`src/ccp_pkg.sv`:
```
package ccp_pkg;

    // ------------------------------------------------------------
    // register indexes (byte address is four times the index)
    // ------------------------------------------------------------
    localparam logic [9:0] IDX_FLAGS   = 10'h00c;
    localparam logic [9:0] IDX_T1_LO   = 10'h00e;
    localparam logic [9:0] IDX_T1_HI   = 10'h00f;
    localparam logic [9:0] IDX_T2_CNT  = 10'h011;
    localparam logic [9:0] IDX_T2_CTL  = 10'h012;
    localparam logic [9:0] IDX_DUTY_LO = 10'h015;
    localparam logic [9:0] IDX_DUTY_HI = 10'h016;
    localparam logic [9:0] IDX_CTL     = 10'h017;
    localparam logic [9:0] IDX_DIR     = 10'h087;
    localparam logic [9:0] IDX_ENABLES = 10'h08c;
    localparam logic [9:0] IDX_PERIOD  = 10'h092;

    // ------------------------------------------------------------
    // reset values and field positions
    // ------------------------------------------------------------
    localparam logic [7:0] DIR_RESET    = 8'h3f;
    localparam logic [7:0] PERIOD_RESET = 8'hff;
    localparam int         FLAG_BIT     = 2;
    localparam int         PIN_BIT      = 2;
    localparam int         T2_ON_BIT    = 2;

    // ------------------------------------------------------------
    // mode field encodings
    // ------------------------------------------------------------
    localparam logic [3:0] MODE_OFF     = 4'h0;
    localparam logic [3:0] MODE_CMP_SET = 4'h8;
    localparam logic [3:0] MODE_CMP_CLR = 4'h9;
    localparam logic [3:0] MODE_CMP_SWI = 4'ha;
    localparam logic [3:0] MODE_CMP_SEV = 4'hb;

    // ------------------------------------------------------------
    // timer2 sub-count limits: four quarter cycles times prescale
    // ------------------------------------------------------------
    localparam logic [5:0] FINE_LIM_1  = 6'h03;
    localparam logic [5:0] FINE_LIM_4  = 6'h0f;
    localparam logic [5:0] FINE_LIM_16 = 6'h3f;

    typedef enum {unit_off, unit_capture, unit_compare, unit_pwm}
        unit_mode_t;

    function automatic unit_mode_t mode_of(input logic [3:0] m);
        if (m == MODE_OFF)
            return unit_off;
        else if (m[3:2] == 2'b11)
            return unit_pwm;
        else if (m[3:2] == 2'b10)
            return unit_compare;
        else
            return unit_capture;
    endfunction

endpackage

```
`src/ccp_compare_pwm.sv`:
```
`timescale 1ns/1ps
// What this block does
// - compare full 16-bit value against timer1 count
// - match sets, clears or keeps output pin
// - modes 1000 set,1001 clear,1010 flag,1011 trigger
// - mode 0000 resets unit; 11xx selects pwm
// - flag rises with the pin action
// - control write of zero clears compare latch
// - software-interrupt mode leaves pin untouched
// - special event resets timer1, starts conversion
// - special event never sets timer1 overflow flag
// - pwm waveform with ten-bit duty
// - period is (period+1)*4*prescale clocks
// - period end clears timer2, sets pin unless new duty is zero, loads duty
// - duty is low byte plus control bits 5:4
// - duty writes apply at period end only
// - high byte read-only while pwm runs
// - pin clears when duty equals extended timer2
// - high time is duty*clock*prescale
// - duty beyond period gives full high
// - control write of zero clears pwm latch
module ccp_compare_pwm
    import ccp_pkg::*;
(
    input  logic        pclk,
    input  logic        presetn,
    input  logic        psel,
    input  logic        penable,
    input  logic        pwrite,
    input  logic [11:0] paddr,
    input  logic [31:0] pwdata,
    output logic [31:0] prdata,
    output logic        pready,
    output logic        pslverr,
    input  logic [15:0] timer1_count_pair,
    output logic        unit_output_pin,
    output logic        unit_output_pin_oe_n,
    output logic        unit_interrupt_flag,
    output logic        unit_interrupt_enable,
    output logic        timer1_reset,
    output logic        adc_start
);

    // ------------------------------------------------------------
    // apb slave
    // ------------------------------------------------------------
    logic        pready_q;
    logic [31:0] prdata_q;
    logic        pslverr_q;
    logic        setup;
    logic        wr_en;
    logic [9:0]  idx;
    logic [7:0]  wbyte;
    logic [7:0]  rd_byte;
    logic        rd_hit;

    logic [5:0]  ctl_q;
    logic [7:0]  duty_lo_q;
    logic [7:0]  duty_hi_q;
    logic [1:0]  dlow2_q;
    logic [7:0]  timer2_count_q;
    logic [6:0]  t2ctl_q;
    logic [7:0]  period_q;
    logic [7:0]  dir_q;
    logic        flag_q;
    logic        ien_q;
    logic        pin_q;
    logic [5:0]  fine_q;
    logic        hit_q;
    logic [15:0] t1_prev_q;
    logic        t1_rst_q;
    logic        adc_q;

    assign setup = psel & ~penable;
    // no wait states: ready rises in the first access cycle
    assign wr_en = psel & penable & pready_q & pwrite;
    assign idx   = paddr[11:2];
    assign wbyte = pwdata[7:0];

    always_comb begin
        rd_hit  = 1'b1;
        rd_byte = 8'h00;
        unique case (idx)
            IDX_FLAGS:   rd_byte = {5'h00, flag_q, 2'b00};
            IDX_T1_LO:   rd_byte = timer1_count_pair[7:0];
            IDX_T1_HI:   rd_byte = timer1_count_pair[15:8];
            IDX_T2_CNT:  rd_byte = timer2_count_q;
            IDX_T2_CTL:  rd_byte = {1'b0, t2ctl_q};
            IDX_DUTY_LO: rd_byte = duty_lo_q;
            IDX_DUTY_HI: rd_byte = duty_hi_q;
            IDX_CTL:     rd_byte = {2'b00, ctl_q};
            IDX_DIR:     rd_byte = dir_q;
            IDX_ENABLES: rd_byte = {5'h00, ien_q, 2'b00};
            IDX_PERIOD:  rd_byte = period_q;
            default:     rd_hit  = 1'b0;
        endcase
    end

    always_ff @(posedge pclk or negedge presetn) begin
        if (!presetn) begin
            pready_q  <= 1'b0;
            prdata_q  <= 32'h0000_0000;
            pslverr_q <= 1'b0;
        end else begin
            pready_q  <= setup;
            prdata_q  <= (setup && !pwrite) ? {24'h000000, rd_byte}
                                            : 32'h0000_0000;
            pslverr_q <= setup & ~rd_hit;
        end
    end

    // ------------------------------------------------------------
    // decode
    // ------------------------------------------------------------
    unit_mode_t  mode;
    logic        ctl_wr;
    logic        ctl_zero;
    logic        match;
    logic        cmp_act;
    logic [5:0]  fine_lim;
    logic        tick;
    logic        period_end;
    logic        pwm_period;
    logic [1:0]  low2;
    logic        pwm_clear;
    logic [9:0]  duty_next;
    logic        t2_wr;
    logic        step;

    assign mode     = mode_of(ctl_q[3:0]);
    assign ctl_wr   = wr_en && idx == IDX_CTL;
    assign ctl_zero = ctl_wr && wbyte[5:0] == 6'h00;
    assign t2_wr    = wr_en && (idx == IDX_T2_CNT || idx == IDX_T2_CTL);

    assign match = timer1_count_pair == {duty_hi_q, duty_lo_q};
    // a match held on the same count acts only once
    assign cmp_act = mode == unit_compare && match
        && !(hit_q && timer1_count_pair == t1_prev_q);

    always_comb begin
        unique case (t2ctl_q[1:0])
            2'b00:   fine_lim = FINE_LIM_1;
            2'b01:   fine_lim = FINE_LIM_4;
            default: fine_lim = FINE_LIM_16;
        endcase
    end

    // low bits follow quarter phase or prescaler bits;
    // step marks the last clock before they advance
    always_comb begin
        step = t2ctl_q[T2_ON_BIT];
        unique case (t2ctl_q[1:0])
            2'b00: begin
                low2 = fine_q[1:0];
            end
            2'b01: begin
                low2 = fine_q[3:2];
                step = step && fine_q[1:0] == 2'b11;
            end
            default: begin
                low2 = fine_q[5:4];
                step = step && fine_q[3:0] == 4'hf;
            end
        endcase
    end

    assign tick       = t2ctl_q[T2_ON_BIT] && fine_q == fine_lim;
    assign period_end = tick && timer2_count_q == period_q;
    assign pwm_period = period_end && mode == unit_pwm;
    assign duty_next  = {duty_lo_q, ctl_q[5:4]};
    // duty beyond the period never matches, so pin stays high;
    // clear on the edge into the matching count so the high
    // time is exactly duty clocks times prescale
    assign pwm_clear  = mode == unit_pwm && step
        && {duty_hi_q, dlow2_q} == {timer2_count_q, low2} + 10'h001;

    // ------------------------------------------------------------
    // control and duty registers
    // ------------------------------------------------------------
    always_ff @(posedge pclk or negedge presetn) begin
        if (!presetn)
            ctl_q <= 6'h00;
        else if (ctl_wr)
            ctl_q <= wbyte[5:0];
    end

    always_ff @(posedge pclk or negedge presetn) begin
        if (!presetn)
            duty_lo_q <= 8'h00;
        else if (wr_en && idx == IDX_DUTY_LO)
            duty_lo_q <= wbyte;
    end

    always_ff @(posedge pclk or negedge presetn) begin
        if (!presetn) begin
            duty_hi_q <= 8'h00;
            dlow2_q   <= 2'b00;
        end else if (pwm_period) begin
            duty_hi_q <= duty_next[9:2];
            dlow2_q   <= duty_next[1:0];
        end else if (wr_en && idx == IDX_DUTY_HI && mode != unit_pwm) begin
            duty_hi_q <= wbyte;
        end
    end

    always_ff @(posedge pclk or negedge presetn) begin
        if (!presetn) begin
            dir_q    <= DIR_RESET;
            ien_q    <= 1'b0;
            period_q <= PERIOD_RESET;
            t2ctl_q  <= 7'h00;
        end else if (wr_en) begin
            if (idx == IDX_DIR)
                dir_q <= wbyte;
            if (idx == IDX_ENABLES)
                ien_q <= wbyte[FLAG_BIT];
            if (idx == IDX_PERIOD)
                period_q <= wbyte;
            if (idx == IDX_T2_CTL)
                t2ctl_q <= wbyte[6:0];
        end
    end

    // ------------------------------------------------------------
    // timer2 time base
    // ------------------------------------------------------------
    // writes to count or control restart the prescaler
    always_ff @(posedge pclk or negedge presetn) begin
        if (!presetn)
            fine_q <= 6'h00;
        else if (t2_wr || tick)
            fine_q <= 6'h00;
        else if (t2ctl_q[T2_ON_BIT])
            fine_q <= fine_q + 6'h01;
    end

    always_ff @(posedge pclk or negedge presetn) begin
        if (!presetn)
            timer2_count_q <= 8'h00;
        else if (wr_en && idx == IDX_T2_CNT)
            timer2_count_q <= wbyte;
        else if (period_end)
            timer2_count_q <= 8'h00;
        else if (tick)
            timer2_count_q <= timer2_count_q + 8'h01;
    end

    // ------------------------------------------------------------
    // output latch shared by compare and pwm
    // ------------------------------------------------------------
    always_ff @(posedge pclk or negedge presetn) begin
        if (!presetn)
            pin_q <= 1'b0;
        else if (ctl_zero || mode == unit_off)
            pin_q <= 1'b0;
        else if (pwm_period)
            pin_q <= duty_next != 10'h000;
        else if (pwm_clear)
            pin_q <= 1'b0;
        else if (cmp_act && ctl_q[3:0] == MODE_CMP_SET)
            pin_q <= 1'b1;
        else if (cmp_act && ctl_q[3:0] == MODE_CMP_CLR)
            pin_q <= 1'b0;
    end

    // set wins over a software clear in the same cycle
    always_ff @(posedge pclk or negedge presetn) begin
        if (!presetn)
            flag_q <= 1'b0;
        else if (cmp_act)
            flag_q <= 1'b1;
        else if (wr_en && idx == IDX_FLAGS)
            flag_q <= wbyte[FLAG_BIT];
    end

    always_ff @(posedge pclk or negedge presetn) begin
        if (!presetn) begin
            hit_q     <= 1'b0;
            t1_prev_q <= 16'h0000;
        end else begin
            hit_q     <= match && mode == unit_compare;
            t1_prev_q <= timer1_count_pair;
        end
    end

    // trigger pulse only; overflow flag lives with timer1
    always_ff @(posedge pclk or negedge presetn) begin
        if (!presetn) begin
            t1_rst_q <= 1'b0;
            adc_q    <= 1'b0;
        end else begin
            t1_rst_q <= cmp_act && ctl_q[3:0] == MODE_CMP_SEV;
            adc_q    <= cmp_act && ctl_q[3:0] == MODE_CMP_SEV;
        end
    end

    assign prdata                = prdata_q;
    assign pready                = pready_q;
    assign pslverr               = pslverr_q;
    assign unit_output_pin       = pin_q;
    assign unit_output_pin_oe_n  = dir_q[PIN_BIT];
    assign unit_interrupt_flag   = flag_q;
    assign unit_interrupt_enable = ien_q;
    assign timer1_reset          = t1_rst_q;
    assign adc_start             = adc_q;
endmodule // ccp_compare_pwm

```
`config.mk`:
```
export PLATFORM = sky130hd
export DESIGN_NAME = ccp_compare_pwm
export DESIGN_NICKNAME = d
export VERILOG_FILES = /design/src/ccp_pkg.sv /design/src/ccp_compare_pwm.sv
export SDC_FILE = /design/constraint.sdc
export NUM_CORES = 1
export LEC_CHECK = 0
export ABC_CLOCK_PERIOD_IN_PS = 6100
export BUFFER_PORTS_ARGS = -buffer_cell sky130_fd_sc_hd__buf_2
export CAP_MARGIN = 20
export CORE_MARGIN = 10
export CORE_UTILIZATION = 30
export DETAILED_ROUTE_END_ITERATION = 12
export SETUP_SLACK_MARGIN = 0.3
export SLEW_MARGIN = 20
export SYNTH_ARGS = -nofsm -noshare
export SYNTH_HDL_FRONTEND = slang
export SYNTH_SLANG_ARGS = --single-unit
export TNS_END_PERCENT = 20
```
`constraint.sdc`:
```
create_clock -name pclk -period 6.1 [get_ports pclk]
set_input_delay 1.22 -clock pclk [delete_from_list [all_inputs] [get_ports pclk]]
set_output_delay 1.22 -clock pclk [all_outputs]
set_load 0.01 [all_outputs]
```
### Word level (Yosys, flattened, before mapping)

Cells that the tools add are included.

* $add $sub $neg: 3
* multiply operators: 0
* div/mod/pow operators: 0
* magnitude comparators: 0
* equality and inequality tests: 27
* shift operators: 0
* muxes and demuxes: 23
* bitwise logic cells: 7
* reduce and logical (&&, ||, !) cells: 42

Operator list (number)
* 8-bit case mux with 11 select lines: 1
* 32-bit by 3-bit equality test with 1-bit output, second input constant: 2
* 10-bit by 5-bit equality test with 1-bit output, second input constant: 5
* 8-bit 2-to-1 mux: 6
* 16-bit equality test: 2
* 32-bit zero test: 1
* 32-bit by 3-bit != test with 1-bit output, second input constant: 1
* 10-bit by 4-bit equality test with 1-bit output, second input constant: 3
* 10-bit by 8-bit equality test with 1-bit output, second input constant: 3
* 1-bit logical AND: 22
* 4-bit equality test, second input constant: 4
* 6-bit 2-to-1 mux: 2
* 6-bit case mux with 2 select lines: 1
* 11-bit OR reduction: 1
* 10-bit by 1-bit adder with 10-bit output, second input constant: 1
* 10-bit equality test: 1
* 10-bit nonzero test: 1
* 8-bit by 1-bit adder with 8-bit output, second input constant: 1
* 8-bit equality test: 1
* 1-bit 2-to-1 mux: 8
* 2-bit AND reduction: 4
* 6-bit by 1-bit adder with 6-bit output, second input constant: 1
* 2-bit equality test, second input constant: 3
* 6-bit equality test: 1
* 14 further kinds: 26

* register bits: 92
* bits in latches: 0
* bits in writable memories: 0
* memory bits (read-only): 0
* input port bits: 65
* output and inout port bits: 40
* logic and storage cells: 120
* memories: 0

### Longest topological paths before layout

* depth after elaboration: 13
* gate-level depth with buffers: 12
* gate-level depth less buffers: 10

### Least setup slack after synthesis

Ideal clock, no wire load.

* kind: input to register
* start point: input paddr[4]
* end point: register timer2_count_q[1]
* library setup time: 119 ps
* arrival: 2844 ps
* required time: 5981 ps
* setup slack: 3137 ps
* stages: 6
* path buffers: 1
* cells stage by stage: or4b_4 -> or3_4 -> nor3_4 -> nand2_4 -> buf_6 -> o21a_1

* longest elaborated chain between the ends: 3
* elaborated cells between the ends (all ways): 4
* classes of those cells: eq/ne: 1; mux: 1; reduce/logical: 2

RTL lines
* start: declaration: line ccp_compare_pwm.sv:30 `input logic [11:0] paddr,`
* 10-bit by 5-bit equality test with 1-bit output (*): line ccp_compare_pwm.sv:240 `else if (wr_en && idx == IDX_T2_CNT)`
* 1-bit logical AND (*): line ccp_compare_pwm.sv:240
* 3-bit nonzero test (no source line) or 8-bit 2-to-1 mux (tied branches)
* end signal: assignment: line ccp_compare_pwm.sv:241 `timer2_count_q <= wbyte;`
* end signal: assignment: line ccp_compare_pwm.sv:245 `timer2_count_q <= timer2_count_q + 8'h01;`
* end: declaration: line ccp_compare_pwm.sv:61 `logic [7:0] timer2_count_q;`

Every way passes the cells marked *; elsewhere a longest branch is shown, timed or not.
A chain may end at the register's enable or synchronous reset.

### Final worst setup path

* start point: register t2ctl_q[0]
* end point: register pin_q, in the netlist unit_output_pin

* longest elaborated chain between the ends: 8
* elaborated cells between the ends (all ways): 17
* classes of those cells: add/sub: 1; eq/ne: 3; mux: 6; reduce/logical: 7

RTL lines
* start: declaration: line ccp_compare_pwm.sv:62 `logic [6:0] t2ctl_q;`
* start signal: assignment: line ccp_compare_pwm.sv:220 `t2ctl_q <= wbyte[6:0];`
* 2-bit by 1-bit equality test with 1-bit output or 2-bit zero test (tied branches): line ccp_compare_pwm.sv:141, ccp_compare_pwm.sv:152
* 2-bit case mux with 2 select lines or 6-bit case mux with 2 select lines (tied branches): line ccp_compare_pwm.sv:152, ccp_compare_pwm.sv:141
* 10-bit by 1-bit adder with 10-bit output or 6-bit equality test (tied branches): line ccp_compare_pwm.sv:175, ccp_compare_pwm.sv:167
* 10-bit equality test or 1-bit logical AND (tied branches): line ccp_compare_pwm.sv:175, ccp_compare_pwm.sv:167
* 1-bit logical AND (on tied branches): line ccp_compare_pwm.sv:175, ccp_compare_pwm.sv:168
* 1-bit 2-to-1 mux or 1-bit logical AND (tied branches): line ccp_compare_pwm.sv:258, ccp_compare_pwm.sv:169
* 1-bit 2-to-1 mux: line ccp_compare_pwm.sv:256 `else if (pwm_period)`
* 1-bit 2-to-1 mux: line ccp_compare_pwm.sv:254 `else if (ctl_zero || mode == unit_off)`
* end signal: assignment: line ccp_compare_pwm.sv:255 `pin_q <= 1'b0;`
* end signal: assignment: line ccp_compare_pwm.sv:257 `pin_q <= duty_next != 10'h000;`
* end signal: assignment: line ccp_compare_pwm.sv:259 `pin_q <= 1'b0;`
* end: declaration: line ccp_compare_pwm.sv:67 `logic pin_q;`

Several ways; a longest one is shown, not always the timed one.

==> impl_metrics.py <==
metrics = {
    "sta": {
        "timing.final.crit_period_ns": 3.36,
        "skew_ns": 0.00442,
        "slew_headroom_pct": 44.9,
        "max_freq_mhz": 298,
        "period_share_pct": 55.0,
        "hold_viol_final": 0,
        "tns_ns": 0,
        "worst_pin_slew_ns": 0.826,
        "setup_viol": 0,
        "drv_slew": 0,
        "rsz0062_at_grt": "false",
    },
    "layout": {
        "fin_nets": 613,
        "final_common_cell": "dfrtp_1",
        "most-common-layout-cells": "dfrtp_1 (78), buf_2 (53), mux2_2 (42)",
        "areaGrowthSynthToFinish_pct": 12.0,
        "final_cell_area_mm2": 0.00598,
        "diodes": 0,
        "drive_above_1_share_pct": 26.2,
    },
    "synthesis": {
        "netlist_area_mm2": 0.00534,
        "synth_enable_flop_cells": 0,
        "avgSynthCellArea_um2": 10.6,
        "yosys_warnings": 0,
        "synth-main-ff-cell": "dfrtp_1",
        "ys_seq_area_share_pct": 43.5,
        "async_reset_ff_share_pct": 100,
        "ys_types": 69,
        "synth_seq_cells": 92,
        "netlist_instances": 504,
    },
    "worst_setup_path": {
        "worstPathMaxFanout": 7,
        "r2r-start": "t2ctl_q[0]",
        "timing_worst_setup_path_type": "reg -> reg",
        "crit_top_cell": "a211oi_1",
        "startpoint_type": "flip-flop",
        "cp_slowest_stage_delay_ns": 0.52,
        "crit_start": "t2ctl_q[0]",
        "cp-end-kind": "flip-flop",
        "cp_slowest_cell": "mux2i_1",
        "critPathBufInv": 1,
        "worst-endpoint-required_ns": 6.31,
        "path_cells": "mux2_2 > mux2i_1 > inv_1 > ha_1 > xnor2_1 > o2111ai_1 > a2111oi_0 > nand4_1 > a211oi_1 > a211oi_1",
        "cp_top_family": "compound AO/OA/AOI/OAI gates",
        "worstPathArrival_ns": 3.57,
    },
    "route": {
        "totalWireLength_um": 16100,
        "vias": 4204,
        "drt_iter0_markers": 423,
        "route.detailed.vias_per_inst": 5.42,
        "wl_per_cell_um": 20.8,
        "dr.pass1.iters": 7,
        "antenna_left": 0,
        "drcViolationCount": 0,
    },
    "power_and_ir_drop": {
        "ir_drop_mv": 0.129,
        "cellInternalPower_mw": 0.977,
        "p_sw_mw": 0.304,
        "combinationalPowerShare_pct": 7.4,
        "switching_share_pct": 23.8,
        "leakage_nw": 2.57,
        "p_clk_share_pct": 44.0,
        "power_density_mw_per_mm2": 214,
        "pwr-share-seq_pct": 48.7,
    },
    "global_routing": {
        "grt_overflow": 0,
        "grt_pass1_wl_um": 24800,
        "grt_max_degree": 62,
        "grt.total_usage_pct": 13.3,
        "antenna_found_initial": 0,
        "grt_pass1_vias": 4172,
    },
    "die": {
        "die_area_mm2": 0.0235,
        "die_h_um": 153,
        "coreArea_mm2": 0.0174,
        "initial_core_util_pct": 30.8,
        "rows": 48,
        "die_w_um": 153,
        "pin_count": 105,
    },
    "placed_design": {
        "post_dp_cell_area_mm2": 0.00569,
        "gp_congestion": 0.936,
        "dp_hpwl_um": 11800,
        "portBuffers": 54,
    },
    "run": {
        "drv_cap": 0,
    },
    "clock_tree": {
        "cts_buffers": 9,
        "htree_levels": 3,
        "cts_tree": "done",
        "cts-resized-gates": 0,
        "clock_path_buffers": 2,
        "clk_latency_ns": 0.35,
        "cts_root_buf": "clkbuf_16",
        "path_clk_slew_ns": 0.06,
        "clock-sinks": 92,
        "postCtsSetupBuffers": 0,
        "cts_hold_buf": 0,
    },
    "min_path": {
        "hold_class": "reg -> reg",
        "min_from": "t2ctl_q[3]",
    },
    "outcome": {
        "status": "finished clean",
    },
}
## routing by layer
metal	vias to the layer above	part of all wire, %	GRT usage [%]
met2	208	48	20.9
met1	2088	42	17.1
met4	0	1.5	4.05
met5	-	0	0
li1	1887	-	-
met3	21	9.1	3.84
## cells in the mapped netlist, types with 5 or more instances
| master | number | area (µm²) |
|---|---|---|
| nand2_1 | 34 | 128 |
| inv_1 | 11 | 41.3 |
| a222oi_1 | 8 | 80.1 |
| buf_4 | 28 | 210 |
| dfrtp_1 | 78 | 1950 |
| nand3_1 | 5 | 25.0 |
| nor2_1 | 31 | 116 |
| mux2_2 | 42 | 473 |
| xnor2_1 | 33 | 289 |
| and2_1 | 5 | 31.3 |
| dfstp_2 | 14 | 368 |
| xor2_1 | 23 | 201 |
| mux2i_1 | 5 | 50.1 |
| a21oi_1 | 10 | 50.1 |
| o21ai_0 | 8 | 40.0 |
| nor3_1 | 8 | 40.0 |
| a22oi_1 | 27 | 203 |
| a22o_1 | 5 | 43.8 |
| nand4_1 | 10 | 62.6 |
| nor4_1 | 10 | 62.6 |
| clkbuf_1 | 13 | 48.8 |
| a31oi_1 | 8 | 50.1 |
| nor2b_1 | 7 | 43.8 |
## flip-flops by register name (all words and copies together), names as in the netlist, 2 cells and up
register and flops:
t2ctl_q 7, dlow2_q 2, prdata 8, ctl_q 6
t1_prev_q 16, period_q 8, duty_lo_q 8, duty_hi_q 8
dir_q 8, fine_q 6, timer2_count_q 8
## kinds of logic (layout without fill, tap and decap cells)
group	count (synthesis)	in the layout	synth area share (%)
simple gates	150	150	16.5
compound gates	96	96	13.9
flops	92	92	43.5
buf+inv	59	82	6.40
xor+xnor	56	56	9.19
mux	47	47	9.80
fa+ha+maj	3	3	0.703
other cells	1	24	0.0703
## layout make-up
| class | instances | area [µm²] |
|---|---|---|
| clock buffers | 12 | 246 |
| clock inverters | 4 | 47.5 |
| fillers | 1725 | 11400 |
| inverters | 11 | 41.3 |
| multi-input cells | 376 | 2760 |
| flip-flops and latches | 92 | 2320 |
| well taps | 225 | 282 |
| repair buffers | 55 | 280 |
## worst reg2reg max path, stage by stage, from the launching register on
cell       delay [ns]
dfrtp_1          0.51
mux2_2           0.37
mux2i_1          0.52
inv_1            0.14
ha_1             0.32
xnor2_1          0.18
o2111ai_1        0.11
a2111oi_0        0.48
nand4_1          0.16
a211oi_1         0.33
a211oi_1         0.10
## power groups by stage
| stage | Combinational (mW) | Sequential [mW] | Clock, mW |
|---|---|---|---|
| 6_report | 0.0942 | 0.624 | 0.563 |
| 5_1_grt | 0.105 | 0.624 | 0.592 |
| 4_1_cts | 0.0944 | 0.624 | 0.575 |
| 3_5_place_dp | 0.0939 | 0.635 | 0 |
| 3_3_place_gp | 0.0920 | 0.634 | 0 |
| 2_1_floorplan | 0.0539 | 0.634 | 0 |
## through the flow
step	util (%)	power [mW]	cells	hold slack, ns	setup WS [ns]
after floorplan	-	0.688	527	0.478	3.14
after global placement	32.8	0.726	759	0.486	2.65
after detailed placement	32.8	0.729	759	0.498	2.61
after CTS	34.5	1.29	775	0.510	2.76
after global routing	34.5	1.32	775	0.534	2.56
final	34.5	1.28	775	0.512	2.74
## final timing paths
| check | to | slack (ns) | cells after the start |
|---|---|---|---|
| max | unit_output_pin | 2.74 | 10 |
| min | t2ctl_q[3] | 0.51 | 1 |
| max reg2reg | unit_output_pin | 2.74 | 10 |
| min reg2reg | t2ctl_q[3] | 0.51 | 1 |
| max in group asynchronous | duty_lo_q[3] | 4.15 | 2 |
| min in group asynchronous | timer2_count_q[3] | 0.80 | 1 |
No activity file was read; power rests on OpenSTA's default activity.
